**src/pcs_regs.vh**
```
// Register map, field positions and timing constants for the pulse sequencer
`ifndef PCS_REGS_VH
`define PCS_REGS_VH

// Register byte offsets
`define PCS_ADDR_CTRL 8'h00
`define PCS_ADDR_STATUS 8'h04
`define PCS_ADDR_INT_STAT 8'h08
`define PCS_ADDR_INT_MASK 8'h0c
`define PCS_ADDR_W 8

// Control register fields
`define PCS_CTRL_CONTACT 0
`define PCS_CTRL_REMOTE 1
`define PCS_CTRL_RESET 2
`define PCS_CTRL_W 2
`define PCS_CTRL_RST_VAL 2'h0

// Status register fields
`define PCS_ST_HV_GATE 0
`define PCS_ST_CHG_EN 1
`define PCS_ST_FAULT 2
`define PCS_ST_TIMEOUT 3
`define PCS_ST_LOAD 4
`define PCS_ST_INHIBIT 5
`define PCS_ST_LOCKOUT 6
`define PCS_ST_RELAY_LO 8
`define PCS_ST_RELAY_HI 11

// Interrupt status and mask fields
`define PCS_IRQ_FIRE 0
`define PCS_IRQ_TIMEOUT 1
`define PCS_IRQ_LOAD 2
`define PCS_IRQ_SELECT 3
`define PCS_IRQ_FAULT 4
`define PCS_IRQ_W 5
`define PCS_IRQ_RST_VAL 5'h00

// Number of switchable storage capacitors
`define PCS_NCAP 4
// Synchronised input count: 3 keys, 4 buttons, 2 load, 4 selectors
`define PCS_NSYNC 13

// Clock rate and times in milliseconds
`define PCS_CLK_KHZ 100000
`define PCS_LOCKOUT_MS 150
`define PCS_FIRE_MS 1
`define PCS_TIMEOUT_MS 20250
`define PCS_INHIBIT_MS 10
`define PCS_LOAD_CLR_MS 10000
`define PCS_STAGGER_MS 500
`define PCS_CHG_ON_MS 3000

// AHB encodings
`define PCS_HTRANS_NONSEQ 2'h2
`define PCS_HRESP_OKAY 1'h0

`endif

```
**src/pcs_sync.v**
```verilog
// Two-flop synchroniser bank for asynchronous panel inputs
`timescale 1ns/10ps
`default_nettype none
module pcs_sync #(
    parameter W = 1
) (
    input wire i_clk,
    input wire i_rst_n,
    input wire i_ce,
    input wire [W-1:0] i_d,
    output wire [W-1:0] o_q
);
    genvar g;
    generate
        for (g = 0; g < W; g = g + 1) begin : g_bit
            reg meta;
            reg stab;
            // First stage feeds only the second stage
            always @(posedge i_clk or negedge i_rst_n) begin
                if (!i_rst_n) begin
                    meta <= 1'b0;
                    stab <= 1'b0;
                end else if (i_ce) begin
                    meta <= i_d[g];
                    stab <= meta;
                end
            end
            assign o_q[g] = stab;
        end
    endgenerate
endmodule
`default_nettype wire

```
**src/pcs_timer.v**
```verilog
// Retriggerable one-shot down counter with busy level and done pulse
`timescale 1ns/10ps
`default_nettype none
module pcs_timer (
    input wire i_clk,
    input wire i_rst_n,
    input wire i_ce,
    input wire i_start,
    input wire [31:0] i_cyc,
    output reg o_busy,
    output reg o_done
);
    reg [31:0] cnt;

    // Busy for exactly i_cyc cycles, then one done cycle
    always @(posedge i_clk or negedge i_rst_n) begin
        if (!i_rst_n) begin
            cnt <= 32'h0;
            o_busy <= 1'b0;
            o_done <= 1'b0;
        end else if (i_ce) begin
            if (i_start) begin
                cnt <= i_cyc;
                o_busy <= 1'b1;
                o_done <= 1'b0;
            end else if (o_busy && cnt <= 32'h1) begin
                o_busy <= 1'b0;
                o_done <= 1'b1;
            end else begin
                cnt <= o_busy ? cnt - 32'h1 : cnt;
                o_done <= 1'b0;
            end
        end
    end
endmodule
`default_nettype wire

```
**src/pcs_sequencer.v**
```verilog
// Pulse charger sequencer: keying, firing, faults, capacitor switching
`timescale 1ns/10ps
`default_nettype none
`include "pcs_regs.vh"
module pcs_sequencer #(
    parameter [31:0] P_LOCKOUT_CYC = `PCS_LOCKOUT_MS * `PCS_CLK_KHZ,
    parameter [31:0] P_FIRE_CYC = `PCS_FIRE_MS * `PCS_CLK_KHZ,
    parameter [31:0] P_TIMEOUT_CYC = `PCS_TIMEOUT_MS * `PCS_CLK_KHZ,
    parameter [31:0] P_INHIBIT_CYC = `PCS_INHIBIT_MS * `PCS_CLK_KHZ,
    parameter [31:0] P_LOAD_CLR_CYC = `PCS_LOAD_CLR_MS * `PCS_CLK_KHZ,
    parameter [31:0] P_STAGGER_CYC = `PCS_STAGGER_MS * `PCS_CLK_KHZ,
    parameter [31:0] P_CHG_ON_CYC = `PCS_CHG_ON_MS * `PCS_CLK_KHZ
) (
    input wire i_clk,
    input wire i_nrst,
    input wire i_ce,
    input wire i_hsel,
    input wire [31:0] i_haddr,
    input wire [1:0] i_htrans,
    input wire i_hwrite,
    input wire [2:0] i_hsize,
    input wire [31:0] i_hwdata,
    input wire i_hready,
    output reg [31:0] o_hrdata,
    output reg o_hreadyout,
    output reg o_hresp,
    input wire i_front_key,
    input wire i_remote_key,
    input wire i_manual_key,
    input wire i_hv_on_front,
    input wire i_hv_on_remote,
    input wire i_hv_off_front,
    input wire i_hv_off_remote,
    input wire i_load_overcurrent,
    input wire i_load_open,
    input wire [3:0] i_cap_sel_n,
    output reg o_fire_pulse,
    output reg o_charger_inhibit,
    output reg o_charger_enable_relay,
    output reg [3:0] o_capacitor_relay_drive,
    output reg o_fault_led,
    output reg o_timeout_led,
    output reg o_load_fault_led,
    output reg o_remote_hv_led,
    output reg o_remote_key_led,
    output reg o_irq
);
    // Rising edge of a synchronised level, used for every button and key
    function pcs_rise;
        input cur;
        input prev;
        begin
            pcs_rise = cur & ~prev;
        end
    endfunction

    reg [1:0] rst_sync;
    reg [1:0] sel_warm;
    wire rst_n;
    wire [12:0] sin;
    reg [12:0] sin_d;
    reg [`PCS_CTRL_W-1:0] ctrl;
    reg [`PCS_IRQ_W-1:0] int_stat;
    reg [`PCS_IRQ_W-1:0] int_mask;
    reg fault, timeout_flag, load_flag, hv_latch;
    reg sel_valid, wr_pend, soft_reset;
    reg [31:0] elapsed;
    reg [`PCS_ADDR_W-1:0] wr_addr;
    wire hv_gate, key_front, key_req, lock_busy, lock_done, fire_busy;
    wire inh_busy, to_done, load_done, load_event, sel_change;
    wire hv_on_req, hv_off_req, fire_start, chg_due, bus_go;
    wire [3:0] relay_due;
    wire [`PCS_ADDR_W-1:0] addr;
    wire [`PCS_IRQ_W-1:0] events;
    wire [`PCS_IRQ_W-1:0] int_clr;
    wire [31:0] status_word;

    // Reset released through two flops
    always @(posedge i_clk or negedge i_nrst) begin
        if (!i_nrst) begin
            rst_sync <= 2'h0;
        end else begin
            rst_sync <= {rst_sync[0], 1'b1};
        end
    end
    assign rst_n = rst_sync[1];

    // All panel inputs pass a two-flop synchroniser
    pcs_sync #(
        .W(`PCS_NSYNC)
    ) u_sync (
        .i_clk(i_clk),
        .i_rst_n(rst_n),
        .i_ce(i_ce),
        .i_d({i_cap_sel_n, i_load_open, i_load_overcurrent,
              i_hv_off_remote, i_hv_off_front, i_hv_on_remote,
              i_hv_on_front, i_manual_key, i_remote_key, i_front_key}),
        .o_q(sin)
    );

    // Previous samples for edge detection
    always @(posedge i_clk or negedge rst_n) begin
        if (!rst_n) begin
            sin_d <= 13'h0000;
            sel_warm <= 2'h0;
            sel_valid <= 1'b0;
        end else if (i_ce) begin
            sin_d <= sin;
            sel_warm <= {sel_warm[0], 1'b1};
            sel_valid <= sel_warm[1];
        end
    end

    // Contact mode keys the front input on the closure (line pulled low)
    assign key_front = ctrl[`PCS_CTRL_CONTACT] ?
        pcs_rise(~sin[0], ~sin_d[0]) : pcs_rise(sin[0], sin_d[0]);
    assign key_req = key_front | pcs_rise(sin[1], sin_d[1]) |
        pcs_rise(sin[2], sin_d[2]);

    // Only the selected location may switch HV on; either may switch off
    assign hv_on_req = ctrl[`PCS_CTRL_REMOTE] ?
        pcs_rise(sin[4], sin_d[4]) : pcs_rise(sin[3], sin_d[3]);
    assign hv_off_req = pcs_rise(sin[5], sin_d[5]) |
        pcs_rise(sin[6], sin_d[6]);

    assign load_event = pcs_rise(sin[7] | sin[8], sin_d[7] | sin_d[8]);
    // Wait out synchroniser fill; its reset zeros are no selector change
    assign sel_change = sel_valid && (sin[12:9] != sin_d[12:9]);

    // Keys seen during lockout are dropped, not queued
    pcs_timer u_key_lockout_timer (
        .i_clk(i_clk),
        .i_rst_n(rst_n),
        .i_ce(i_ce),
        .i_start(key_req & ~lock_busy),
        .i_cyc(P_LOCKOUT_CYC),
        .o_busy(lock_busy),
        .o_done(lock_done)
    );

    // Firing follows the lockout, blocked by a latched fault
    assign fire_start = lock_done & ~fault;

    pcs_timer u_fire_pulse_timer (
        .i_clk(i_clk),
        .i_rst_n(rst_n),
        .i_ce(i_ce),
        .i_start(fire_start),
        .i_cyc(P_FIRE_CYC),
        .o_busy(fire_busy),
        .o_done()
    );

    // Inhibit starts with the shot and outlasts it
    pcs_timer u_charger_inhibit_timer (
        .i_clk(i_clk),
        .i_rst_n(rst_n),
        .i_ce(i_ce),
        .i_start(fire_start),
        .i_cyc(P_INHIBIT_CYC),
        .o_busy(inh_busy),
        .o_done()
    );

    // Reloaded by every key and held while HV is off
    pcs_timer u_no_key_timeout (
        .i_clk(i_clk),
        .i_rst_n(rst_n),
        .i_ce(i_ce),
        .i_start(key_req | ~hv_gate),
        .i_cyc(P_TIMEOUT_CYC),
        .o_busy(),
        .o_done(to_done)
    );

    // Load fault holds for a fixed time, renewed by a new event
    pcs_timer u_load_clear_timer (
        .i_clk(i_clk),
        .i_rst_n(rst_n),
        .i_ce(i_ce),
        .i_start(load_event),
        .i_cyc(P_LOAD_CLR_CYC),
        .o_busy(),
        .o_done(load_done)
    );

    // Fault, timeout and load flags; setting wins over clearing
    always @(posedge i_clk or negedge rst_n) begin
        if (!rst_n) begin
            fault <= 1'b0;
            timeout_flag <= 1'b0;
            load_flag <= 1'b0;
        end else if (i_ce) begin
            fault <= (to_done | sel_change | load_event) |
                (fault & ~(hv_off_req | soft_reset));
            timeout_flag <= to_done |
                (timeout_flag & ~(hv_off_req | soft_reset));
            load_flag <= load_event | (load_flag & ~load_done);
        end
    end

    // HV on latch, dropped by off, fault or reset
    always @(posedge i_clk or negedge rst_n) begin
        if (!rst_n) begin
            hv_latch <= 1'b0;
        end else if (i_ce) begin
            if (hv_off_req | fault | soft_reset) begin
                hv_latch <= 1'b0;
            end else if (hv_on_req) begin
                hv_latch <= 1'b1;
            end
        end
    end
    assign hv_gate = hv_latch & ~fault;

    // Time since HV enable, saturating once the charger is due
    always @(posedge i_clk or negedge rst_n) begin
        if (!rst_n) begin
            elapsed <= 32'h0;
        end else if (i_ce) begin
            if (!hv_gate) begin
                elapsed <= 32'h0;
            end else if (!chg_due) begin
                elapsed <= elapsed + 32'h1;
            end
        end
    end
    assign chg_due = (elapsed >= P_CHG_ON_CYC);

    // Capacitor n closes at (n+1) stagger steps, all before 3 s
    genvar c;
    generate
        for (c = 0; c < `PCS_NCAP; c = c + 1) begin : g_cap
            localparam [31:0] LP_DUE = P_STAGGER_CYC * (c + 1);
            assign relay_due[c] = hv_gate & ~sin[9 + c] &
                (elapsed >= LP_DUE);
        end
    endgenerate

    // All block outputs are registered
    always @(posedge i_clk or negedge rst_n) begin
        if (!rst_n) begin
            o_fire_pulse <= 1'b0;
            o_charger_inhibit <= 1'b0;
            o_charger_enable_relay <= 1'b0;
            o_capacitor_relay_drive <= 4'h0;
            o_fault_led <= 1'b0;
            o_timeout_led <= 1'b0;
            o_load_fault_led <= 1'b0;
            o_remote_hv_led <= 1'b0;
            o_remote_key_led <= 1'b0;
            o_irq <= 1'b0;
        end else if (i_ce) begin
            o_fire_pulse <= fire_busy;
            o_charger_inhibit <= inh_busy;
            o_charger_enable_relay <= hv_gate & chg_due;
            o_capacitor_relay_drive <= relay_due;
            o_fault_led <= fault | load_flag;
            o_timeout_led <= timeout_flag;
            o_load_fault_led <= load_flag;
            o_remote_hv_led <= hv_gate;
            o_remote_key_led <= lock_busy | fire_busy;
            o_irq <= |(int_stat & int_mask);
        end
    end

    // AHB-Lite slave: zero wait states, always OKAY
    assign bus_go = i_hsel & i_hready & (i_htrans == `PCS_HTRANS_NONSEQ);
    assign addr = i_haddr[`PCS_ADDR_W-1:0];
    assign events = {(to_done | sel_change | load_event) & ~fault,
        sel_change, load_event, to_done, fire_start};
    // Reading the interrupt status clears exactly what it returned
    assign int_clr = (bus_go && !i_hwrite && addr == `PCS_ADDR_INT_STAT) ?
        int_stat : {`PCS_IRQ_W{1'b0}};
    assign status_word = {20'h00000, o_capacitor_relay_drive, 1'b0,
        lock_busy, inh_busy, load_flag, timeout_flag, fault,
        o_charger_enable_relay, hv_gate};

    // Address phase captures, data phase writes
    always @(posedge i_clk or negedge rst_n) begin
        if (!rst_n) begin
            o_hrdata <= 32'h0;
            o_hreadyout <= 1'b1;
            o_hresp <= `PCS_HRESP_OKAY;
            wr_pend <= 1'b0;
            wr_addr <= 8'h00;
            ctrl <= `PCS_CTRL_RST_VAL;
            int_mask <= `PCS_IRQ_RST_VAL;
            int_stat <= `PCS_IRQ_RST_VAL;
            soft_reset <= 1'b0;
        end else if (i_ce) begin
            o_hreadyout <= 1'b1;
            o_hresp <= `PCS_HRESP_OKAY;
            wr_pend <= bus_go & i_hwrite;
            wr_addr <= addr;
            soft_reset <= 1'b0;
            // New events win over a read clear in the same cycle
            int_stat <= (int_stat & ~int_clr) | events;
            if (bus_go && !i_hwrite) begin
                case (addr)
                    `PCS_ADDR_CTRL: o_hrdata <= {30'h0, ctrl};
                    `PCS_ADDR_STATUS: o_hrdata <= status_word;
                    `PCS_ADDR_INT_STAT: o_hrdata <= {27'h0, int_stat};
                    `PCS_ADDR_INT_MASK: o_hrdata <= {27'h0, int_mask};
                    default: o_hrdata <= 32'h0;
                endcase
            end
            if (wr_pend) begin
                case (wr_addr)
                    `PCS_ADDR_CTRL: begin
                        ctrl <= i_hwdata[`PCS_CTRL_W-1:0];
                        soft_reset <= i_hwdata[`PCS_CTRL_RESET];
                    end
                    `PCS_ADDR_INT_MASK: int_mask <= i_hwdata[`PCS_IRQ_W-1:0];
                    default: soft_reset <= 1'b0;
                endcase
            end
        end
    end
endmodule
`default_nettype wire

```
**config.mk**
```make
export PLATFORM = sky130hd
export DESIGN_NAME = pcs_sequencer
export DESIGN_NICKNAME = d
export VERILOG_FILES = /design/src/pcs_sync.v /design/src/pcs_timer.v /design/src/pcs_sequencer.v
export VERILOG_INCLUDE_DIRS = /design/src
export SDC_FILE = /design/constraint.sdc
export NUM_CORES = 1
export LEC_CHECK = 0
export BUFFER_PORTS_ARGS = -buffer_cell sky130_fd_sc_hd__buf_2
export CAP_MARGIN = 30
export CORE_ASPECT_RATIO = 0.5
export CORE_MARGIN = 1.5
export CORE_UTILIZATION = 54
export CTS_CLUSTER_SIZE = 28
export DETAILED_ROUTE_END_ITERATION = 8
export GPL_TIMING_DRIVEN = 0
export PLACE_DENSITY = 0.73
export SYNTH_ARGS = -nofsm -noshare
export SYNTH_HDL_FRONTEND = slang
export SYNTH_SLANG_ARGS = --single-unit
```
**constraint.sdc**
```tcl
create_clock -name i_clk -period 8.1 [get_ports i_clk]
set_clock_uncertainty 0.1 [all_clocks]
set_input_delay 0.81 -clock i_clk [delete_from_list [all_inputs] [get_ports i_clk]]
set_output_delay 0.81 -clock i_clk [all_outputs]
set_load 0.01 [all_outputs]
```
Word-level counts from Yosys, hierarchy flattened
Cells that the tools add are included.
{"block": "totals", "register_bits": 315}
{"block": "classes", "add_sub_neg": 6, "bitwise_logic": 66, "n_lt_le_gt_ge": 10, "n_reduce_logical": 38, "eq_ne": 12, "mux": 41}
{"cell": "$mux 32", "n": 17}
{"cell": "$le 32x1->1 const B", "n": 5}
{"cell": "$sub 32x1->32 const B", "n": 5}
{"cell": "$ge 32x28->1 const B", "n": 2}
{"cell": "$pmux 12 s4", "n": 1}
{"cell": "$add 32x1->32 const B", "n": 1}
{"cell": "$ge 32x26->1 const B", "n": 1}
{"cell": "$ge 32x27->1 const B", "n": 1}
{"cell": "$ge 32x29->1 const B", "n": 1}
{"cell": "$and 1x1->1", "n": 28}
{"cell": "$eq 8x4->1 const B", "n": 3}
{"cell": "$mux 1", "n": 22}
{"cell": "$reduce_bool 2->1", "n": 11}
{"cell": "$reduce_and 3->1", "n": 7}
{"cell": "$not 1->1", "n": 18}
{"cell": "$logic_not 8->1", "n": 2}
{"cell": "$or 1x1->1", "n": 16}
{"cell": "$reduce_and 2->1", "n": 8}
{"cell": "$and 5x5->5", "n": 2}
{"cell": "$eq 8x3->1 const B", "n": 1}
{"cell": "$logic_and 1x1->1", "n": 8}
{"cell": "$ne 2x2->1 const B", "n": 4}
{"cell": "$mux 5", "n": 1}
{"cell": "$not 5->5", "n": 1}
{"cell": "6 further kinds", "n": 7}

Depth between registers and ports, before layout
Gate-level depths: netlist of the first run.
{"block": "logic_depth", "ltp_word": 8, "ltp_mapped": 9}

Modules after synthesis
Synthesis of the first run repeated with hierarchy kept, for this count alone.
{"block": "hier_totals", "hier_cells": 1961, "hier_area_um2": 17521.8}
{"module": "pcs_timer (u_charger_inhibit_timer ...)", "cells_per_inst": 269, "seq_area_each_um2": 850.8, "n_inst": 4, "area_each_um2": 2223.4}
{"module": "pcs_sequencer", "cells_per_inst": 551, "seq_area_each_um2": 2502.4, "n_inst": 1, "area_each_um2": 5255.0}
{"module": "pcs_timer (u_no_key_timeout)", "cells_per_inst": 266, "seq_area_each_um2": 850.8, "n_inst": 1, "area_each_um2": 2205.9}
{"module": "pcs_sync", "cells_per_inst": 68, "seq_area_each_um2": 650.6, "n_inst": 1, "area_each_um2": 1167.4}

Worst setup path before layout of the first run
No wires, ideal clock.
{"block": "synth_path", "path_type": "in2reg", "start": "input i_ce", "end": "register int_stat[1]", "stages": 7, "arrival_ns": 2.778, "required_ns": 7.879, "setup_time_ns": 0.121, "path_slack_ns": 5.101, "path_cell_list": "clkbuf_1 > inv_2 > or3_1 > or4_1 > clkbuf_1 > or3b_2 > a22o_1"}
{"item": "start: declaration", "line": "pcs_sequencer.v:16", "text": "input wire i_ce,"}
{"item": "end signal: assignment", "line": "pcs_sequencer.v:289", "text": "int_stat <= `PCS_IRQ_RST_VAL;"}
{"item": "end signal: assignment", "line": "pcs_sequencer.v:298", "text": "int_stat <= (int_stat & ~int_clr) | events;"}
{"item": "end: declaration", "line": "pcs_sequencer.v:63", "text": "reg [`PCS_IRQ_W-1:0] int_stat;"}

==> results of run 1 <==
critical path, stage by stage:
cell and delay (ps):
clkbuf_1 350, clkbuf_1 510, clkbuf_1 500, buf_1 530, clkbuf_1 570, nand2_1 110, nand2_1 80, nand2_1 50
worst min-delay path by stage:
stage                     start     endpoint  cells past startpoint
floorplan           rst_sync[0]  rst_sync[1]                      0
global placement    rst_sync[0]  rst_sync[1]                      0
detailed placement  rst_sync[0]  rst_sync[1]                      0
CTS                 rst_sync[0]  rst_sync[1]                      0
global route        rst_sync[0]  rst_sync[1]                      0
finish              rst_sync[0]  rst_sync[1]                      0
routing by layer:
metal | GRT usage | share of wire | vias to the layer above | routed length (um)
met5 | 0 | 0 | - | 0
met4 | 0.0581 | 0.015 | 0 | 512
met3 | 0.0390 | 0.050 | 40 | 1750
met2 | 0.422 | 0.49 | 279 | 17100
met1 | 0.338 | 0.45 | 5884 | 15700
li1 | - | - | 5527 | -
stage by stage:
stage | utilization | setup WS (ps) | area (um^2) | hold WS, ps | power [mW]
2_1_floorplan | - | 3190 | 15000 | 231 | 1.98
3_3_place_gp | 0.586 | 1590 | 15700 | 236 | 2.07
3_5_place_dp | 0.590 | 4270 | 15800 | 238 | 2.10
4_1_cts | 0.627 | 4840 | 16800 | 255 | 3.53
5_1_grt | 0.627 | 4590 | 16800 | 271 | 3.65
6_report | 0.627 | 4870 | 16800 | 255 | 3.52
kinds of logic (layout without fill, tap and decap cells):
logic type | after synthesis | count (layout)
AOI/OAI and AO/OA | 178 | 178
xor gates and xnor gates | 136 | 136
adders and majority gates | 12 | 12
buffers and inverters | 115 | 223
DFF | 294 | 294
muxes | 62 | 62
other | 2 | 24
and+or+nand+nor | 701 | 701
layout make-up:
type / count / area [um^2]
clock inverters: 11 / 218
repair buffers: 59 / 390
fillers: 2095 / 9970
well taps: 352 / 440
multi-input cells: 1113 / 7060
plain buffers: 88 / 433
clock buffers: 38 / 777
flip-flops and latches: 294 / 7360
inverters: 27 / 101
state kept, by name (all words and copies together) (netlist names), 11 cells and up:
register / cells
elapsed: 32
u_charger_inhibit_timer.cnt: 32
u_no_key_timeout.cnt: 32
u_key_lockout_timer.cnt: 32
o_hrdata: 11
sin_d: 13
u_sync.g_bit.stab: 13
u_load_clear_timer.cnt: 32
u_fire_pulse_timer.cnt: 32
u_sync.g_bit.meta: 13
what timing repair did:
action,in CTS,in global routing
hold buffers,1,0
endpoints found under the hold margin,2,0
endpoints found under the setup margin,0,0
placed cells by master (no fill, tap or decap), types with 25 or more instances in the layout:
cell type / n
or4_1: 25
nor3_1: 67
buf_2: 58
clkbuf_16: 27
nor4_1: 48
dfrtp_1: 293
nor2_1: 176
mux2_2: 58
nand2_1: 127
nand4_1: 38
inv_1: 26
o21ai_0: 45
or3_1: 33
xnor2_1: 51
a21oi_1: 36
nand3_1: 66
clkbuf_1: 59
xor2_1: 85
report_power, final:
group	internal [mW]	leakage (nW)	total, mW	switching (mW)
combinational	0.173	3.07	0.405	0.232
sequential	1.57	3.72	1.68	0.107
clock	0.861	0.479	1.43	0.571
==> flow_metrics.py, run 1 <==
metrics = {
    "outcome": {
        "status": "finished, final reports clean",
    },
    "sta": {
        "hold_viol_final": 0,
        "period_share": 0.399,
        "timing_worst_slew_pin_value_ps": 1000,
        "setup_viol": 0,
        "slew_headroom": 0.326,
        "period_minus_slack_ps": 3230,
        "timing.fmax_ghz": 0.309,
        "rsz0062_at_grt": "false",
        "finalMaxSlewViolations": 0,
        "finalSetupTns_ps": 0,
    },
    "global_route": {
        "overflow": 0,
        "grt_max_degree": 71,
        "antenna_found_initial": 0,
        "grt_use_total": 0.248,
        "grt_pass1_wl_um": 58200,
        "grt_pass1_vias": 11700,
    },
    "critical_path": {
        "crit_path_end": "load_flag",
        "startpoint_type": "input port",
        "r2r-end": "u_no_key_timeout.cnt[21]",
        "crit_arrival_ps": 3540,
        "r2r_cells": 6,
        "required_ps": 8400,
        "regToRegStartpoint": "u_no_key_timeout.cnt[2]",
        "reg2reg_slack_ps": 5080,
        "endpoint_kind": "register",
        "path_class": "in2reg",
        "startpoint": "i_ce",
        "cp_max_fo": 10,
    },
    "place": {
        "dp_hpwl_um": 24800,
        "gp_congestion": 0.889,
        "placedCellCount": 1932,
        "port_buffers": 54,
    },
    "yosys": {
        "synth.avg_cell_area_um2": 9.91,
        "yosys_register_bits": 294,
        "ys_seq_area_frac": 0.495,
        "synthMostInstantiatedCell": "dfrtp_1",
        "synth_edf_count": 0,
        "yosysTopAreaCell": "dfrtp_1",
        "synthMuxAreaShare": 0.0483,
        "synth_common_cells": "294 x dfrtp_1, 176 x nor2_1, 127 x nand2_1",
        "yosys_warnings": 0,
        "synth_top_family_by_area": "simple AND/OR/NAND/NOR gates",
        "synth_cells": 1500,
        "yosys.area_share.xor_xnor": 0.0801,
        "synthAdderAreaFrac": 0.0101,
        "async_flop_share": 1.00,
        "synth_cell_types": 81,
        "synthSimpleGateAreaFrac": 0.249,
        "synth_compound_area_frac": 0.0809,
        "synth_area_leaders": "dfrtp_1 49%, xor2_1 5.0%, nor2_1 4.4%",
        "ys.flop_type": "dfrtp_1",
        "synth_top_area_frac": 0.495,
        "synthesis.area_mm2": 0.0149,
    },
    "power": {
        "vdd_drop_max_mv": 0.156,
        "power_density_mw_per_mm2": 210,
        "power.leakage_nw": 7.27,
    },
    "clock_network": {
        "post_cts_buffers": 0,
        "cts.clk_slew.worst_paths_ps": 70,
        "cts_tree": "built",
        "cts_resized": 0,
        "clockRootBuffer": "clkbuf_16",
        "htreeDepth": 1,
        "clockBufferDepth": 3,
        "cts_buffers": 27,
        "clock_sinks": 294,
        "insertion_delay_ps": 550,
    },
    "flow_run": {
        "max_cap_viol_count": 0,
    },
    "final_layout": {
        "diodes": 0,
        "drive_above_1_share": 0.143,
        "nets": 1710,
        "syn2layout_area_growth_pct": 12.9,
        "fin_cells": 1982,
    },
    "floorplanning": {
        "die_x_um": 238,
        "die_y_um": 120,
        "dieArea_mm2": 0.0286,
        "coreArea_mm2": 0.0267,
        "initial_core_util": 0.556,
        "fp-row-count": 42,
        "num_io_pins": 135,
    },
    "routing": {
        "num_vias": 11700,
        "ant_nets": 0,
        "wl_um": 35100,
        "drt_iter0_markers": 877,
        "drt-pass1-iter-count": 5,
        "drc": 0,
        "vias_per_cell": 5.92,
        "drt-wirelength-per-cell_um": 17.7,
    },
    "worst_hold_path": {
        "min-delay-path-class": "reg2reg",
    },
}
Power figures use the tool's default switching activity.
==> run 2: changes to the inputs <==
--- a/config.mk
+++ b/config.mk
@@ -10,11 +10,11 @@
 export CAP_MARGIN = 30
 export CORE_ASPECT_RATIO = 0.5
 export CORE_MARGIN = 1.5
-export CORE_UTILIZATION = 54
+export CORE_UTILIZATION = 60
 export CTS_CLUSTER_SIZE = 28
 export DETAILED_ROUTE_END_ITERATION = 8
 export GPL_TIMING_DRIVEN = 0
-export PLACE_DENSITY = 0.73
+export PLACE_DENSITY = 0.77
 export SYNTH_ARGS = -nofsm -noshare
 export SYNTH_HDL_FRONTEND = slang
 export SYNTH_SLANG_ARGS = --single-unit
==> constraint.sdc (replaced) <==
create_clock -name i_clk -period 3.1 [get_ports i_clk]
set_clock_uncertainty 0.1 [all_clocks]
set_input_delay 0.31 -clock i_clk [delete_from_list [all_inputs] [get_ports i_clk]]
set_output_delay 0.31 -clock i_clk [all_outputs]
set_load 0.01 [all_outputs]
==> run 2 against run 1 <==
  * Via count grew 2.3%
  * Clock power grew to 2.5 times the previous value
  * Sequential power grew to 2.6 times the previous value
  * Combinational power grew to 2.7 times the previous value
==> flow_metrics.py, run 2 (synthesis results as in run 1) <==
metrics = {
    "global_route": {
        "grt_pass1_wl_um": 59600,
        "grt.met2_usage": 0.474,
        "use_met3": 0.0434,
        "met1_usage": 0.396,
        "overflow": 0,
        "grt-busiest-layer": "met2",
        "antenna_found_initial": 0,
        "grt_pass1_vias": 12000,
        "grt_max_degree": 76,
        "grt_use_total": 0.285,
    },
    "floorplanning": {
        "initial_core_util": 0.615,
        "coreArea_mm2": 0.0242,
        "fp-row-count": 40,
        "num_io_pins": 135,
        "die_x_um": 226,
        "die_y_um": 114,
        "dieArea_mm2": 0.0258,
    },
    "routing": {
        "vias_per_cell": 6.02,
        "drt_iter0_markers": 928,
        "drt-pass1-iter-count": 6,
        "wl_um": 35600,
        "num_vias": 12000,
        "drt-wirelength-per-cell_um": 17.9,
        "ant_nets": 0,
        "drc": 0,
    },
    "sta": {
        "finalMaxSlewViolations": 0,
        "rsz0062_at_grt": "false",
        "period_minus_slack_ps": 3050,
        "timing.hold.ws_ps": 149,
        "hold_viol_final": 0,
        "finalSetupTns_ps": 0,
        "timing_worst_slew_pin_value_ps": 866,
        "period_share": 0.985,
        "setup_viol": 0,
        "timing.fmax_ghz": 0.327,
        "slew_headroom": 0.417,
    },
    "critical_path": {
        "cp_slowest_cell": "or4_4",
        "cp_cell_sequence": "or4_4, or4b_4, buf_6, a211oi_4, nand3_2, o311ai_0, o41ai_1",
        "required_ps": 3400,
        "startpoint_type": "register",
        "worst-path-buf-inv": 1,
        "path_class": "reg2reg",
        "cp_top_family": "simple AND/OR/NAND/NOR gates",
        "cpPeakStageDelay_ps": 580,
        "endpoint_kind": "register",
        "cp_max_fo": 10,
        "crit_arrival_ps": 3360,
    },
    "final_layout": {
        "nets": 1737,
        "final_common_cell": "dfrtp_1",
        "diodes": 0,
        "syn2layout_area_growth_pct": 14.5,
        "final_cell_mix": "293 x dfrtp_1, 176 x nor2_1, 127 x nand2_1, 85 x xor2_1, 66 x nand3_1",
        "fin_util": 0.705,
        "design_area_mm2": 0.0170,
        "drive_above_1_share": 0.144,
    },
    "clock_network": {
        "cts_buffers": 26,
        "cts_tree": "built",
        "clockRootBuffer": "clkbuf_16",
        "htreeDepth": 1,
        "clockBufferDepth": 3,
        "cts.clk_slew.worst_paths_ps": 70,
        "insertion_delay_ps": 550,
        "clock_sinks": 294,
    },
    "power": {
        "power_frac_comb": 0.120,
        "intPower_mw": 6.73,
        "vdd_drop_max_mv": 0.428,
        "power_density_mw_per_mm2": 534,
        "switching_power_mw": 2.37,
        "power_frac_clock": 0.397,
        "total_power_mw": 9.10,
        "seq_power_share": 0.482,
        "swShare": 0.260,
        "power.leakage_nw": 7.38,
    },
    "place": {
        "dp_hpwl_um": 24100,
        "port_buffers": 54,
        "gp_congestion": 0.898,
        "postPlaceCellArea_mm2": 0.0158,
    },
    "flow_run": {
        "max_cap_viol_count": 0,
    },
    "worst_hold_path": {
        "min-delay-path-class": "reg2async",
    },
    "outcome": {
        "status": "finished, final reports clean",
    },
}
==> run 2: final cells by class <==
type                            count  area (um^2)
Tap cell                          336          420
Buffer                             88          433
Clock buffer                       34          762
Sequential cell                   294         7360
Timing Repair Buffer               87          671
Clock inverter                     13          196
Multi-Input combinational cell   1113         7090
Inverter                           27          101
Fill cell                        1751         7140
==> run 2: per-layer routing <==
| metal | vias to the layer above | part of all wire |
|---|---|---|
| met3 | 64 | 0.051 |
| met1 | 5988 | 0.45 |
| li1 | 5570 | - |
| met5 | - | 0 |
| met4 | 0 | 0.020 |
| met2 | 377 | 0.48 |
==> run 2: final timing paths <==
| path | slack [ps] | end | depth (start not counted) | from |
|---|---|---|---|---|
| setup / recovery | 50 | u_key_lockout_timer.cnt[26] | 7 | u_key_lockout_timer.cnt[10] |
| hold / removal | 150 | u_no_key_timeout.cnt[23] | 0 | rst_sync[1] |
| setup reg to reg | 50 | u_key_lockout_timer.cnt[26] | 7 | u_key_lockout_timer.cnt[10] |
| hold reg to reg | 150 | u_no_key_timeout.cnt[23] | 0 | rst_sync[1] |
| max in group asynchronous | 1750 | u_charger_inhibit_timer.cnt[10] | 2 | rst_sync[1] |
| min in group i_clk | 220 | o_hrdata[4] | 3 | i_haddr[3] |
==> run 2: timing repair <==
item                       CTS  global route
setup buffers                0             0
setup endpoints to repair    0             6
hold buffers                29             0
gates resized for setup      0             4
hold endpoints to repair    30             0
==> run 2: power groups by stage <==
stage | Combinational [mW] | Clock [mW] | Sequential [mW]
global placement | 0.917 | 0 | 4.48
floorplan | 0.749 | 0 | 4.42
global route | 1.22 | 3.82 | 4.42
detailed placement | 1.04 | 0 | 4.44
CTS | 1.09 | 3.66 | 4.38
finish | 1.09 | 3.62 | 4.39
==> run 2: through the flow <==
step / setup slack (ps) / std cells
floorplan: 71.1 / 1522
CTS: 87.7 / 1992
finish: 45.1 / 1992
detailed placement: -215 / 1916
global placement: -867 / 1912
global route: 13.2 / 1992
